--- config.mk ---
export PLATFORM = sky130hd
export DESIGN_NAME = fci_host
export DESIGN_NICKNAME = d
export VERILOG_FILES = /design/src/fci_pkg.sv /design/src/fci_bus_cycle.sv /design/src/fci_host.sv
export VERILOG_INCLUDE_DIRS = /design/src
export SDC_FILE = /design/constraint.sdc
export NUM_CORES = 1
export LEC_CHECK = 0
export BUFFER_PORTS_ARGS = -buffer_cell sky130_fd_sc_hd__buf_2
export CAP_MARGIN = 20
export CORE_AREA = 2 2 173 90
export CTS_BUF_LIST = sky130_fd_sc_hd__clkbuf_8 sky130_fd_sc_hd__clkbuf_16
export DETAILED_ROUTE_END_ITERATION = 16
export DIE_AREA = 0 0 175 92
export PLACE_DENSITY = 0.74
export RECOVER_POWER = 50
export SYNTH_ARGS = -nofsm -noshare
export SYNTH_HDL_FRONTEND = slang
export SYNTH_SLANG_ARGS = --single-unit
--- constraint.sdc ---
create_clock -name REF_CLK_I -period 5.5 [get_ports REF_CLK_I]
set_input_delay 0.275 -clock REF_CLK_I [delete_from_list [all_inputs] [get_ports REF_CLK_I]]
set_output_delay 0.275 -clock REF_CLK_I [all_outputs]
set_load 0.005 [all_outputs]
--- src/fci_map.svh ---
// constants for the flash command host: command codes, status bits, timing counts
// assumes a 100 MHz controller clock and an 8-bit command path on the low data byte
`ifndef FCI_MAP_SVH
`define FCI_MAP_SVH
`define FCI_CMD_READ_ARRAY 8'hFF
`define FCI_CMD_READ_ID 8'h90
`define FCI_CMD_READ_STATUS 8'h70
`define FCI_CMD_CLEAR_STATUS 8'h50
`define FCI_CMD_ERASE_SETUP 8'h20
`define FCI_CMD_CONFIRM 8'hD0
`define FCI_CMD_WRITE_SETUP 8'h40
`define FCI_CMD_WRITE_SETUP_ALT 8'h10
`define FCI_CMD_RESUME 8'hD0
// suspend code is a parameter default of the top, value arbitrary
`define FCI_CMD_SUSPEND_DEF 8'h5A
`define FCI_ID_MAKER_ADDR 20'h00000
`define FCI_ID_DEVICE_ADDR 20'h00001
`define FCI_SR_READY 7
`define FCI_SR_ERASE_ERR 5
`define FCI_SR_PROG_ERR 4
`define FCI_SR_LOW_SUPPLY 3
`define FCI_SR_BOOT_LOCK 1
`define FCI_SR_AFTER_WAKE 8'h80
`define FCI_ERASED_WORD 16'hFFFF
`define FCI_BLOCK_HI 19
`define FCI_BLOCK_LO 12
// strobe timing: each strobe phase lasts this long
`define FCI_CLK_NS 10
`define FCI_PHASE_NS 70
`define FCI_PHASE_CYC ((`FCI_PHASE_NS + `FCI_CLK_NS - 1) / `FCI_CLK_NS)
`endif

--- src/fci_pkg.sv ---
// types shared by the flash command host
// assumes fci_map.svh for the numeric constants
package fci_pkg;
    // user operations accepted on the command port
    typedef enum logic [2:0] {
        FCI_OP_READ_ARRAY,
        FCI_OP_READ_ID,
        FCI_OP_READ_STATUS,
        FCI_OP_CLEAR_STATUS,
        FCI_OP_ERASE,
        FCI_OP_PROGRAM,
        FCI_OP_SUSPEND,
        FCI_OP_RESUME
    } fci_op_t;
    // bus cycle kinds driven by the strobe engine
    typedef enum logic [1:0] {
        FCI_CYC_WRITE,
        FCI_CYC_READ
    } fci_cyc_t;
endpackage

--- src/fci_bus_cycle.sv ---
// one asynchronous flash bus cycle: write or read, fixed strobe phases
// assumes the caller holds address and data stable for the whole cycle
`timescale 1ns/1ps
`include "fci_map.svh"
module fci_bus_cycle
    import fci_pkg::*;
(
    input wire logic clk_i,
    input wire logic rst_n_i,
    input wire logic start_i,
    input wire fci_cyc_t kind_i,
    input wire logic [15:0] rd_pin_i,
    output logic ce_n_o,
    output logic oe_n_o,
    output logic we_n_o,
    output logic dq_oe_o,
    output logic [15:0] rd_data_o,
    output logic done_o
);
    typedef enum logic [1:0] {BC_IDLE, BC_SETUP, BC_STROBE, BC_HOLD} fci_bc_t;
    fci_bc_t st_r; // cycle phase
    logic [7:0] cnt_r; // phase timer
    fci_cyc_t kind_r; // latched cycle kind
    wire phase_end = (cnt_r == 8'h00); // timer ran out
    // phase sequencing; strobe falls in setup end, rises at strobe end
    always_ff @(posedge clk_i or negedge rst_n_i) begin
        if (!rst_n_i) begin
            st_r <= BC_IDLE;
            cnt_r <= 8'h00;
            kind_r <= FCI_CYC_WRITE;
            ce_n_o <= 1'b1;
            oe_n_o <= 1'b1;
            we_n_o <= 1'b1;
            dq_oe_o <= 1'b0;
            rd_data_o <= 16'h0000;
            done_o <= 1'b0;
        end else begin
            done_o <= 1'b0;
            case (st_r)
                BC_IDLE: begin
                    if (start_i) begin
                        kind_r <= kind_i;
                        ce_n_o <= 1'b0;
                        dq_oe_o <= (kind_i == FCI_CYC_WRITE);
                        cnt_r <= 8'(`FCI_PHASE_CYC - 1);
                        st_r <= BC_SETUP;
                    end
                end
                BC_SETUP: begin
                    if (phase_end) begin
                        // oe and we never low together
                        oe_n_o <= (kind_r != FCI_CYC_READ);
                        we_n_o <= (kind_r != FCI_CYC_WRITE);
                        cnt_r <= 8'(`FCI_PHASE_CYC - 1);
                        st_r <= BC_STROBE;
                    end else begin
                        cnt_r <= cnt_r - 8'h01;
                    end
                end
                BC_STROBE: begin
                    if (phase_end) begin
                        // we rises before ce: device latches here
                        we_n_o <= 1'b1;
                        oe_n_o <= 1'b1;
                        rd_data_o <= rd_pin_i;
                        cnt_r <= 8'(`FCI_PHASE_CYC - 1);
                        st_r <= BC_HOLD;
                    end else begin
                        cnt_r <= cnt_r - 8'h01;
                    end
                end
                default: begin
                    if (phase_end) begin
                        // strobes high again before any next read
                        ce_n_o <= 1'b1;
                        dq_oe_o <= 1'b0;
                        done_o <= 1'b1;
                        st_r <= BC_IDLE;
                    end else begin
                        cnt_r <= cnt_r - 8'h01;
                    end
                end
            endcase
        end
    end
endmodule

--- src/fci_host.sv ---
// host controller driving an asynchronous boot-block flash over its pins
// assumes the flash pins are asynchronous; ready/busy and dq are synchronised
// Behaviour
// FFH returns device to array read
// array read ignored while busy unsuspended
// 90H then read 0 or 1 gives ids
// 70H makes reads return status byte
// strobe high between reads refreshes status
// error flags only cleared by 50H
// clear status useless while suspended
// read commands work at any supply
// erase is 20H then D0H, same block
// block chosen by address bits 19..12
// erased block reads FFFFH throughout
// after erase reads return status byte
// erase done seen on pin and bit7
// ready/busy low only while operation runs
// broken erase sequence sets bits 4,5
// low supply erase sets bits 3,5
// locked boot erase sets bits 1,5
// write setup is 40H or 10H
// data latched at first rising strobe
// suspend and resume single writes
// never oe and we low together
// check erase error, clear first
// low supply program sets bits 3,4
// wake from powerdown gives status 80H
`timescale 1ns/1ps
`include "fci_map.svh"
module fci_host
    import fci_pkg::*;
#(
    parameter logic [7:0] SUSPEND_CODE = `FCI_CMD_SUSPEND_DEF // arbitrary value
)
(
    input wire logic REF_CLK_I,
    input wire logic ARST_N_I,
    input wire logic REQ_I,
    input wire fci_op_t OP_I,
    input wire logic [19:0] ADDR_I,
    input wire logic [15:0] WDATA_I,
    output logic BUSY_O,
    output logic DONE_O,
    output logic [15:0] RDATA_O,
    output logic [7:0] STATUS_O,
    output logic ERR_O,
    output logic FLASH_BUSY_O,
    input wire logic READY_BUSY_OUTPUT_N_I,
    input wire logic [15:0] DQ_I,
    output logic [15:0] DQ_O,
    output logic DQ_OE_O,
    output logic [19:0] A_O,
    output logic CE_N_O,
    output logic OE_N_O,
    output logic WE_N_O
);
    typedef enum logic [2:0] {
        H_IDLE, H_CMD1, H_CMD2, H_READ, H_POLL_CMD, H_POLL_RD
    } fci_hst_t;
    fci_hst_t st_r; // sequence state
    fci_op_t op_r; // operation in progress
    logic [19:0] addr_r; // target address
    logic [15:0] wdat_r; // write value
    logic [1:0] rst_sync_r; // reset release
    logic [1:0] rb_sync_r; // ready/busy synchroniser
    logic [15:0] dq_s1_r; // data synchroniser stage 1
    logic [15:0] dq_s2_r; // data synchroniser stage 2
    logic cyc_start_r; // start one bus cycle
    fci_cyc_t cyc_kind_r; // kind of that cycle
    logic [15:0] bc_rd; // sampled read data
    logic bc_done; // bus cycle finished
    logic bc_ce_n; // strobes from the engine
    logic bc_oe_n;
    logic bc_we_n;
    logic bc_dq_oe;
    wire rst_n = rst_sync_r[1]; // released reset copy
    wire [7:0] sr_byte = bc_rd[7:0]; // status byte on low lane
    wire sr_ready = sr_byte[`FCI_SR_READY];
    // any error bit in a returned status byte
    wire sr_err = sr_byte[`FCI_SR_ERASE_ERR] | sr_byte[`FCI_SR_PROG_ERR]
                | sr_byte[`FCI_SR_LOW_SUPPLY] | sr_byte[`FCI_SR_BOOT_LOCK];
    // first command byte of an operation
    function automatic logic [7:0] first_cmd(input fci_op_t op);
        case (op)
            FCI_OP_READ_ARRAY: first_cmd = `FCI_CMD_READ_ARRAY;
            FCI_OP_READ_ID: first_cmd = `FCI_CMD_READ_ID;
            FCI_OP_READ_STATUS: first_cmd = `FCI_CMD_READ_STATUS;
            FCI_OP_CLEAR_STATUS: first_cmd = `FCI_CMD_CLEAR_STATUS;
            FCI_OP_ERASE: first_cmd = `FCI_CMD_ERASE_SETUP;
            FCI_OP_PROGRAM: first_cmd = `FCI_CMD_WRITE_SETUP;
            FCI_OP_SUSPEND: first_cmd = SUSPEND_CODE;
            default: first_cmd = `FCI_CMD_RESUME;
        endcase
    endfunction
    // reset release through two flops
    always_ff @(posedge REF_CLK_I or negedge ARST_N_I) begin
        if (!ARST_N_I) begin
            rst_sync_r <= 2'b00;
        end else begin
            rst_sync_r <= {rst_sync_r[0], 1'b1};
        end
    end
    // pin synchronisers; first stage read only by second
    always_ff @(posedge REF_CLK_I or negedge rst_n) begin
        if (!rst_n) begin
            rb_sync_r <= 2'b11;
            dq_s1_r <= 16'h0000;
            dq_s2_r <= 16'h0000;
        end else begin
            rb_sync_r <= {rb_sync_r[0], READY_BUSY_OUTPUT_N_I};
            dq_s1_r <= DQ_I;
            dq_s2_r <= dq_s1_r;
        end
    end
    fci_bus_cycle u_cyc (
        .clk_i(REF_CLK_I),
        .rst_n_i(rst_n),
        .start_i(cyc_start_r),
        .kind_i(cyc_kind_r),
        .rd_pin_i(dq_s2_r),
        .ce_n_o(bc_ce_n),
        .oe_n_o(bc_oe_n),
        .we_n_o(bc_we_n),
        .dq_oe_o(bc_dq_oe),
        .rd_data_o(bc_rd),
        .done_o(bc_done)
    );
    // pin registers follow the engine
    always_ff @(posedge REF_CLK_I or negedge rst_n) begin
        if (!rst_n) begin
            CE_N_O <= 1'b1;
            OE_N_O <= 1'b1;
            WE_N_O <= 1'b1;
            DQ_OE_O <= 1'b0;
            FLASH_BUSY_O <= 1'b0;
        end else begin
            CE_N_O <= bc_ce_n;
            OE_N_O <= bc_oe_n;
            WE_N_O <= bc_we_n;
            DQ_OE_O <= bc_dq_oe;
            FLASH_BUSY_O <= ~rb_sync_r[1];
        end
    end
    // operation sequencer
    always_ff @(posedge REF_CLK_I or negedge rst_n) begin
        if (!rst_n) begin
            st_r <= H_IDLE;
            op_r <= FCI_OP_READ_ARRAY;
            addr_r <= 20'h00000;
            wdat_r <= 16'h0000;
            cyc_start_r <= 1'b0;
            cyc_kind_r <= FCI_CYC_WRITE;
            BUSY_O <= 1'b0;
            DONE_O <= 1'b0;
            RDATA_O <= 16'h0000;
            STATUS_O <= `FCI_SR_AFTER_WAKE;
            ERR_O <= 1'b0;
            A_O <= 20'h00000;
            DQ_O <= 16'h0000;
        end else begin
            cyc_start_r <= 1'b0;
            DONE_O <= 1'b0;
            case (st_r)
                H_IDLE: begin
                    if (REQ_I) begin
                        op_r <= OP_I;
                        addr_r <= ADDR_I;
                        wdat_r <= WDATA_I;
                        A_O <= ADDR_I;
                        DQ_O <= {8'h00, first_cmd(OP_I)};
                        cyc_kind_r <= FCI_CYC_WRITE;
                        cyc_start_r <= 1'b1;
                        BUSY_O <= 1'b1;
                        ERR_O <= 1'b0;
                        st_r <= H_CMD1;
                    end
                end
                H_CMD1: begin
                    if (bc_done) begin
                        if (op_r == FCI_OP_ERASE) begin
                            // confirm in the same block
                            DQ_O <= {8'h00, `FCI_CMD_CONFIRM};
                            A_O <= addr_r;
                            cyc_start_r <= 1'b1;
                            st_r <= H_CMD2;
                        end else if (op_r == FCI_OP_PROGRAM) begin
                            DQ_O <= wdat_r;
                            A_O <= addr_r;
                            cyc_start_r <= 1'b1;
                            st_r <= H_CMD2;
                        end else if (op_r == FCI_OP_READ_ARRAY || op_r == FCI_OP_READ_ID
                                     || op_r == FCI_OP_READ_STATUS) begin
                            // one read in the newly entered mode
                            cyc_kind_r <= FCI_CYC_READ;
                            cyc_start_r <= 1'b1;
                            st_r <= H_READ;
                        end else begin
                            BUSY_O <= 1'b0;
                            DONE_O <= 1'b1;
                            st_r <= H_IDLE;
                        end
                    end
                end
                H_CMD2: begin
                    // device now returns status; poll it
                    if (bc_done) begin
                        cyc_kind_r <= FCI_CYC_READ;
                        cyc_start_r <= 1'b1;
                        st_r <= H_POLL_RD;
                    end
                end
                H_READ: begin
                    if (bc_done) begin
                        RDATA_O <= bc_rd;
                        if (op_r == FCI_OP_READ_STATUS) begin
                            STATUS_O <= sr_byte;
                        end
                        BUSY_O <= 1'b0;
                        DONE_O <= 1'b1;
                        st_r <= H_IDLE;
                    end
                end
                H_POLL_CMD: begin
                    // fresh read: strobe went high in between
                    cyc_start_r <= 1'b1;
                    st_r <= H_POLL_RD;
                end
                default: begin
                    if (bc_done) begin
                        STATUS_O <= sr_byte;
                        if (sr_ready) begin
                            // report erase/program failure flags
                            ERR_O <= sr_err;
                            RDATA_O <= bc_rd;
                            BUSY_O <= 1'b0;
                            DONE_O <= 1'b1;
                            st_r <= H_IDLE;
                        end else begin
                            st_r <= H_POLL_CMD;
                        end
                    end
                end
            endcase
        end
    end
endmodule

Word-level counts from Yosys, hierarchy flattened
Cells that the tools add are included.
Widths: inputs -> output; s select.
{ "word_totals": {"regBits": 182, "word_cells": 193} }
{ "op_classes": {"add_sub_neg": 1, "n_eq_ne": 31, "mux": 84, "bitwise_logic": 8, "n_reduce_logical": 38} }
{ "ops": {"columns": ["cell", "n"], "rows": [
  ["$mux 16", 7],
  ["$mux 20", 4],
  ["$pmux 16 s2", 2],
  ["$pmux 8 s7", 1],
  ["$mux 8", 6],
  ["$pmux 20 s2", 1],
  ["$pmux 8 s2", 2],
  ["$mux 1", 31],
  ["$mux 2", 13],
  ["$eq 3x3->1 const B", 6],
  ["$mux 3", 6],
  ["$eq 3x2->1 const B", 5],
  ["$pmux 3 s5", 1],
  ["$ne 2x2->1 const B", 7],
  ["$reduce_bool 2->1", 7],
  ["$ne 2x1->1 const B", 6],
  ["$pmux 2 s3", 2],
  ["$reduce_and 3->1", 4],
  ["$reduce_and 4->1", 3],
  ["$pmux 1 s2", 5],
  ["$eq 3x1->1 const B", 3],
  ["$logic_not 3->1", 3],
  ["$reduce_and 9->1", 1],
  ["$logic_not 8->1", 1],
  ["other kinds (18)", 35]
]} }

Longest topological paths before layout
Gate-level depths: netlist of run 1.
{ "depth": {"ltp_word": 8, "ltp_mapped": 7, "depth_no_buf": 6} }

Hierarchy
A second synthesis of run 1 with hierarchy kept.
{ "hier_totals": {"cells_unflattened": 553, "area_unflattened_um2": 7179.4} }
{ "by_module_without_submodules": {"columns": ["module", "n_inst", "cells_each", "area_each_um2", "seq_area_each_um2"], "rows": [
  ["fci_host", 1, 412, 5567.8, 3711.1],
  ["fci_bus_cycle", 1, 141, 1611.5, 829.5]
]} }

Worst setup path before layout of run 1
OpenSTA, ideal clock, no wires.
{ "synth_path": {"path_type": "register to register", "from": "reg u_cyc.st_r[0]", "to": "reg u_cyc.cnt_r[4]", "setup_ns": 0.078, "t_arrival_ns": 1.761, "required_ns": 5.422, "slack_ns": 3.662, "stages_incl_launch_ff": 8, "n_path_buf": 1, "cell_sequence": "dfrtp_1 > inv_1 > ha_1 > nor2b_1 > a41o_2 > buf_2 > or3_2 > a21oi_1"} }
{ "synth_between": {"elab_chain_cells": 4, "word_cells_on_any_way": 8, "classes_between": "eq/ne (4); mux (1); reduce/logical (3)"} }
{ "synth_rtl": {"columns": ["element", "line_no", "source"], "rows": [
  ["start: declaration", "fci_bus_cycle.sv:21", "fci_bc_t st_r;"],
  ["start signal: assignment", "fci_bus_cycle.sv:28", "st_r <= BC_IDLE;"],
  ["start signal: assignment", "fci_bus_cycle.sv:46", "st_r <= BC_SETUP;"],
  ["start signal: assignment", "fci_bus_cycle.sv:55", "st_r <= BC_STROBE;"],
  ["$eq 2x1->1 or $eq 2x2->1 (tied branches)", "fci_bus_cycle.sv:39", "case (st_r)"],
  ["$reduce_or 2->1 (no line)", null, null],
  ["$ne 3x3->1 (no line)", null, null],
  ["$reduce_and 2->1 (no line)", null, null],
  ["end signal: assignment", "fci_bus_cycle.sv:45", "cnt_r <= 8'(`FCI_PHASE_CYC - 1);"],
  ["end signal: assignment", "fci_bus_cycle.sv:54", "cnt_r <= 8'(`FCI_PHASE_CYC - 1);"],
  ["end signal: assignment", "fci_bus_cycle.sv:57", "cnt_r <= cnt_r - 8'h01;"],
  ["end: declaration", "fci_bus_cycle.sv:22", "logic [7:0] cnt_r;"]
]} }
Several ways; a longest one is shown, not always the timed one.
A chain may end at the register's enable or synchronous reset.

==> results of run 1 <==
-- registers in the layout, indices dropped and copies added (netlist names), 2 cells and up --
signal and flops:
u_cyc.cnt_r 8, rst_sync_r 2, dq_s2_r 16, addr_r 20, rb_sync_r 2, DQ_O 16
wdat_r 16, u_cyc.rd_data_o 16, dq_s1_r 16, st_r 3, u_cyc.st_r 2, STATUS_O 8
A_O 20, op_r 3, RDATA_O 16
-- kinds of logic after synthesis --
group | after synthesis
flip-flops | 180
AND/OR/NAND/NOR | 118
multiplexers | 100
AO/OA/AOI/OAI | 99
buffers and inverters | 42
adder cells (fa/ha/maj) | 7
XOR/XNOR | 2
other | 1
-- worst paths after layout --
path / endpoint / slack [ps] / from / cells past startpoint
max reg2reg: DQ_O[10] / 2270 / rst_sync_r[1] / 2
max: DQ_O[10] / 2270 / rst_sync_r[1] / 2
max in group REF_CLK_I: wdat_r[3] / 3190 / st_r[0] / 3
min: wdat_r[0] / 70 / WDATA_I[0] / 2
min in group asynchronous: rst_sync_r[0] / 160 / ARST_N_I / 2
min reg2reg: dq_s2_r[15] / 350 / dq_s1_r[15] / 0
-- metrics by stage --
step                      cell area, sq um  cells   util
after floorplan                       7160    549      -
after global routing                  8690    908  0.585
after detailed placement              7950    857  0.535
final                                 8690    909  0.585
after CTS                             8740    907  0.589
after global placement                7950    857  0.535
-- cells in the mapped netlist, drive strengths merged, types with 9 or more instances --
cell / number / share of area
nand3: 13 / 0.0091
a21oi: 18 / 0.013
clkbuf: 10 / 0.0052
mux2: 79 / 0.13
o21ai: 45 / 0.032
nor2: 14 / 0.0073
dfstp: 9 / 0.033
buf: 16 / 0.015
mux2i: 21 / 0.029
dfrtp: 171 / 0.60
nand2: 60 / 0.034
inv: 16 / 0.0084
-- cells in the final DEF, fill, tap and decap left out, types with 4 or more instances in the layout --
master                          instances
sky130_fd_sc_hd__a211oi_1               6
sky130_fd_sc_hd__a21oi_1               18
sky130_fd_sc_hd__buf_2                 87
sky130_fd_sc_hd__clkbuf_1              39
sky130_fd_sc_hd__clkbuf_16             17
sky130_fd_sc_hd__clkinv_8               4
sky130_fd_sc_hd__dfrtp_1              171
sky130_fd_sc_hd__dfstp_2                8
sky130_fd_sc_hd__dlygate4sd3_1         18
sky130_fd_sc_hd__ha_1                   7
sky130_fd_sc_hd__inv_1                 16
sky130_fd_sc_hd__inv_8                  4
sky130_fd_sc_hd__mux2_2                69
sky130_fd_sc_hd__mux2_4                10
sky130_fd_sc_hd__mux2i_1               21
sky130_fd_sc_hd__nand2_1               59
sky130_fd_sc_hd__nand2b_1               4
sky130_fd_sc_hd__nand3_1               13
sky130_fd_sc_hd__nor2_1                14
sky130_fd_sc_hd__nor3_1                 5
sky130_fd_sc_hd__o21ai_0               43
sky130_fd_sc_hd__o22ai_1                5
-- power groups by stage --
stage,combinational [uW],sequential (uW),clock (uW)
2_1_floorplan,903,2060,0
3_5_place_dp,1290,2120,0
5_1_grt,1420,2160,1330
4_1_cts,1320,2100,1270
6_report,1290,2100,1250
3_3_place_gp,1230,2080,0
-- what timing repair did --
item / CTS / global route
hold endpoints to repair: 19 / 0
buffers inserted: 0 / 0
hold buffers: 18 / 0
-- cell type report --
type                       count  area (sq um)  share of cell area
sequential                   180          4520               0.519
multi-input combinational    327          2450               0.282
timing repair buffer         149           793              0.0912
clock buffer                  17           425              0.0489
tap                          204           255              0.0294
clock inverter                15           189              0.0217
inverter                      16          60.1             0.00691
antenna                        1          2.50            0.000288
-- worst register-to-register path, cell delays in order (launching register included) --
cell and delay (ps):
sky130_fd_sc_hd__dfrtp_1 1040, sky130_fd_sc_hd__clkbuf_1 520, sky130_fd_sc_hd__clkbuf_2 1400
-- metal layers --
metal  global-route usage  share of wire  wire (microns)
met5                    0              0               0
met2                0.300           0.47            6980
met4               0.0646         0.0089             133
met3               0.0485          0.048             715
met1                0.277           0.47            7050
==> impl_metrics.csv, run 1 <==
group,metric,value,unit
cts,post_cts_resize_count,0,
power,vdd_drop_max,0.249,mV
finish,areaGrowthSynthToFinish,21.5,%
worst_setup_path,arrival,3430,ps
yosys,synth_xor_area_frac,0.00245,
detailed_routing,drtIter0Drc,345,
finish,post_route_cells_drive_above_1_share,0.314,
yosys,synth_top_family_by_area,"multiplexers",
cts,cts_tree,"yes",
yosys,async_reset_ff_frac,1.00,
yosys,synthesis.nets,615,
power,sequentialPowerShare,0.453,
timing,slew-limit-headroom,-0.195,
power,power_dens_cells,534,mW/mm^2
detailed_routing,firstDrtPassIters,4,
floorplanning,chipWidth,175,microns
cts,clkSinkCount,180,
power,post-layout-total-power,4640,uW
cts,cts.path.max_buffers,2,
power,share_clk_of_total_power,0.269,
yosys,synth.distinct_cells,59,
finish,finish.net_count,757,
power,internal_power,3090,uW
detailed_routing,ant_nets,0,
yosys,synth_fa_ha_area_frac,0.0122,
worst_setup_path,worstPathCellList,"clkbuf_1, clkbuf_2",
timing,grt_setup_unrepaired,"no",
grt,grt_antenna_before_repair,0,
placed_design,io_buffer_count,126,
floorplanning,die_h,92,microns
detailed_routing,drt-vias-per-instance,5.20,
power,p_switching,1540,uW
timing,maxClockFrequency,310,MHz
power,switching_share,0.333,
timing,worst_clock_skew,15.0,ps
placed_design,final_gp_congestion,0.936,
yosys,commonest_register_cell_after_synthesis,"sky130_fd_sc_hd__dfrtp_1",
detailed_routing,routed_wl,14.9,mm
yosys,muxShareOfSynthArea,0.159,
timing,post-route-min-period,3230,ps
grt,grt_pass1_wl,24.7,mm
floorplanning,design.portCount,127,
yosys,synth-seq-area-share,0.631,
worst_setup_path,buf_inv_on_cp,2,
worst_setup_path,crit_required,5700,ps
worst_setup_path,crit_slowest_cell,"sky130_fd_sc_hd__clkbuf_2",
cts,clock_transition_at_the_registers_of_the_reported_paths,70,ps
worst_hold_path,timing.hold.worst.class,"primary input to flip-flop",
yosys,ys_seq_elements,180,
cts,worst_skew_pair.late_latency,430,ps
timing,final-hold-violation-count,0,
timing,max_slew.worst_pin.slew,1790,ps
grt,grt_max_degree,84,
timing,fraction_of_the_cycle_the_final_worst_path_needs,0.587,
yosys,synth-compound-area-share,0.0850,
cts,cts_root_buf,"sky130_fd_sc_hd__clkbuf_16",
outcome,violations,"max-capacitance violations, max-slew violations",
worst_setup_path,setup.worst_path.end_class,"asynchronous set/reset pin",
timing,finalSetupTns,0,ps
worst_setup_path,max_stage_delay,1400,ps
outcome,status,"finished, violations left",
worst_setup_path,worst_path_dominant_cell_family,"buffers and inverters",
yosys,synth.avg_cell_area,13.0,sq um
grt,grt_pass1_vias,4894,
floorplanning,floorplan.die_area,0.0161,sq mm
detailed_routing,via_count,4726,
floorplanning,placeableCoreArea,0.0149,sq mm
grt,grt_overflow,0,
timing,setup_viol_count_final,0,
worst_setup_path,critPathKind,"flip-flop to asynchronous set/reset pin",
floorplanning,placementRows,32,
power,p_leak,0.00408,uW
grt,globalRouteTotalUtil,0.196,
timing,fin_hold_ws,73.9,ps
yosys,count_of_flip_flops_with_a_built_in_enable_after_synthesis,0,
placed_design,hpwl,10.1,mm
worst_setup_path,critical_path_source_type,"flip-flop",
detailed_routing,detail_route.wl_per_cell,16.4,microns
power,p_comb_frac,0.278,
worst_setup_path,crit_fanout,74,
timing,fin_ws,2270,ps
yosys,simple_logic_cell_fraction_of_the_synthesized_area,0.0813,
floorplanning,initial_utilization,0.482,
timing,slew_viol_final,75,
detailed_routing,drc_errors,0,
yosys,yosys_warnings,0,
yosys,synthesized_netlist_cell_count,549,
cts,htreeDepth,4,
placed_design,setup_slack_placement,3240,ps
cts,tritoncts.num_buffers,17,
run,drv.max_cap_violation_count,1,
finish,n_fill_cell,1204,
yosys,synth.cell_area,0.00716,sq mm
(Power assumes the default switching activity.)
==> inputs of run 2 (changes only) <==
CORE_AREA = 2 2 165 86   (was 2 2 173 90)
DIE_AREA = 0 0 167 88   (was 0 0 175 92)
PLACE_DENSITY = 0.78   (was 0.74)
clock period = 3 ns   (was 5.5 ns; I/O delays follow)
==> run 2 against run 1 <==
  * The flow still finishes with violations (max-capacitance violations, max-slew violations)
  * Total power up 84%
  * Routed wire length rose by 4.1%
  * Maximum frequency increased by 41%
  * Worst hold slack worse by 36 ps
  * Core utilization is 9.7 points higher
  * Largest power group unchanged
  * Count of clock-buffer cells in the layout did not move
  * Cell count grew 0.66%
==> impl_metrics.csv, run 2 (same netlist as run 1, synthesis figures left out) <==
group,metric,value,unit
floorplanning,initial_utilization,0.540,
worst_setup_path,buf_inv_on_cp,1,
cts,clock_transition_at_the_registers_of_the_reported_paths,70,ps
timing,post-route-min-period,2290,ps
power,power_dens_cells,945,mW/mm^2
cts,post_cts_resize_count,0,
finish,areaGrowthSynthToFinish,26.2,%
detailed_routing,ant_nets,0,
floorplanning,placeableCoreArea,0.0133,sq mm
floorplanning,die_h,88,microns
worst_setup_path,arrival,2590,ps
worst_setup_path,worstPathCellList,"nor2_1, and2_2, buf_4, mux2_2",
cts,worst_skew_pair.late_latency,420,ps
timing,maxClockFrequency,436,MHz
floorplanning,design.portCount,127,
worst_setup_path,critical_path_source_type,"flip-flop",
finish,layout.cells.most_common,"sky130_fd_sc_hd__dfrtp_1",
detailed_routing,routed_wl,15.5,mm
detailed_routing,drc_errors,0,
timing,grt_setup_unrepaired,"no",
placed_design,hpwl,10.1,mm
timing,max_slew.worst_pin.slew,1800,ps
floorplanning,placementRows,30,
timing,finalSetupTns,0,ps
outcome,violations,"max-capacitance violations, max-slew violations",
timing,slew-limit-headroom,-0.198,
finish,n_fill_cell,919,
grt,grt_pass1_vias,5042,
power,vdd_drop_max,0.431,mV
finish,antenna_cells,0,
cts,clkSinkCount,180,
finish,regArea,0.00452,sq mm
cts,cts_tree,"yes",
worst_setup_path,crit_required,3300,ps
detailed_routing,drt-vias-per-instance,5.38,
power,p_leak,0.00434,uW
cts,cts.hold.buffers_added,53,
worst_setup_path,setup.worst_path.end_class,"flip-flop",
floorplanning,chipWidth,167,microns
placed_design,io_buffer_count,126,
detailed_routing,firstDrtPassIters,9,
detailed_routing,drtIter0Drc,483,
finish,finish.net_count,792,
grt,grt_antenna_before_repair,0,
finish,layout.cells.most_common_list,"170 x sky130_fd_sc_hd__dfrtp_1, 125 x sky130_fd_sc_hd__buf_2, 69 x sky130_fd_sc_hd__mux2_2, 59 x sky130_fd_sc_hd__nand2_1, 53 x sky130_fd_sc_hd__dlygate4sd3_1",
finish,multi_input_area,0.00245,sq mm
grt,grt_max_degree,101,
worst_setup_path,timing.reg2reg.setup_slack,710,ps
floorplanning,floorplan.die_area,0.0147,sq mm
power,post-layout-total-power,8540,uW
detailed_routing,detail_route.wl_per_cell,16.9,microns
timing,final-hold-violation-count,0,
grt,grt_pass1_wl,25.5,mm
cts,htreeDepth,4,
finish,post_route_cells_drive_above_1_share,0.349,
timing,slew_viol_final,79,
outcome,status,"finished, violations left",
run,drv.max_cap_violation_count,1,
worst_setup_path,crit_fanout,33,
grt,grt_overflow,0,
cts,postCtsSetupBuffers,0,
timing,worst_clock_skew,11.9,ps
finish,largest_registers,"A_O x20, addr_r x20",
detailed_routing,via_count,4920,
worst_setup_path,crit_slowest_cell,"sky130_fd_sc_hd__dfrtp_1",
cts,cts_root_buf,"sky130_fd_sc_hd__clkbuf_16",
worst_setup_path,critPathKind,"flip-flop to flip-flop",
worst_setup_path,max_stage_delay,510,ps
timing,setup_viol_count_final,0,
worst_hold_path,timing.hold.worst.class,"primary input to flip-flop",
timing,fraction_of_the_cycle_the_final_worst_path_needs,0.764,
cts,tritoncts.num_buffers,17,
grt,globalRouteTotalUtil,0.222,
cts,cts.path.max_buffers,2,
worst_setup_path,worst_path_dominant_cell_family,"simple AND/OR/NAND/NOR gates",
placed_design,final_gp_congestion,0.937,
## run 2: layout make-up
| class | count | share of cell area |
|---|---|---|
| clock buffers | 17 | 0.0471 |
| clock inverters | 15 | 0.0180 |
| inverters | 16 | 0.00665 |
| multi-input cells | 327 | 0.272 |
| flip-flops and latches | 180 | 0.500 |
| well taps | 176 | 0.0244 |
| repair buffers | 184 | 0.132 |
## run 2: through the flow
stage                      util  cells  hold slack (ps)  worst slack, ps  cell area (sq um)
after global placement    0.600    830            -62.9             1020               7950
after global routing      0.682    915             25.6              592               9040
after detailed placement  0.600    830            -57.4              805               7950
final                     0.682    915             37.9              709               9040
after CTS                 0.684    915             7.77              750               9060
after floorplan               -    549             -146             36.5               7160
## run 2: metal layers
metal / wire [microns] / global-route usage / vias up
met1: 7080 / 0.298 / 2416
li1: - / - / 2284
met2: 7250 / 0.355 / 184
met3: 856 / 0.0574 / 36
met4: 306 / 0.0893 / 0
met5: 0 / 0 / -
## run 2: power by group
group / switching [uW] / internal [uW] / total (uW)
Combinational: 1210 / 1260 / 2480
Sequential: 584 / 3280 / 3860
Clock: 1010 / 1190 / 2200
## run 2: path summary, 6_finish.rpt
path | start | endpoint | depth (start not counted)
worst min register to register | dq_s1_r[7] | dq_s2_r[7] | 0
min in group asynchronous | ARST_N_I | rst_sync_r[0] | 2
worst max register to register | st_r[2] | addr_r[4] | 4
max in group asynchronous | rst_sync_r[1] | u_cyc.cnt_r[0] | 1
worst min-delay path | ADDR_I[15] | addr_r[15] | 2
worst max-delay path | st_r[2] | addr_r[4] | 4
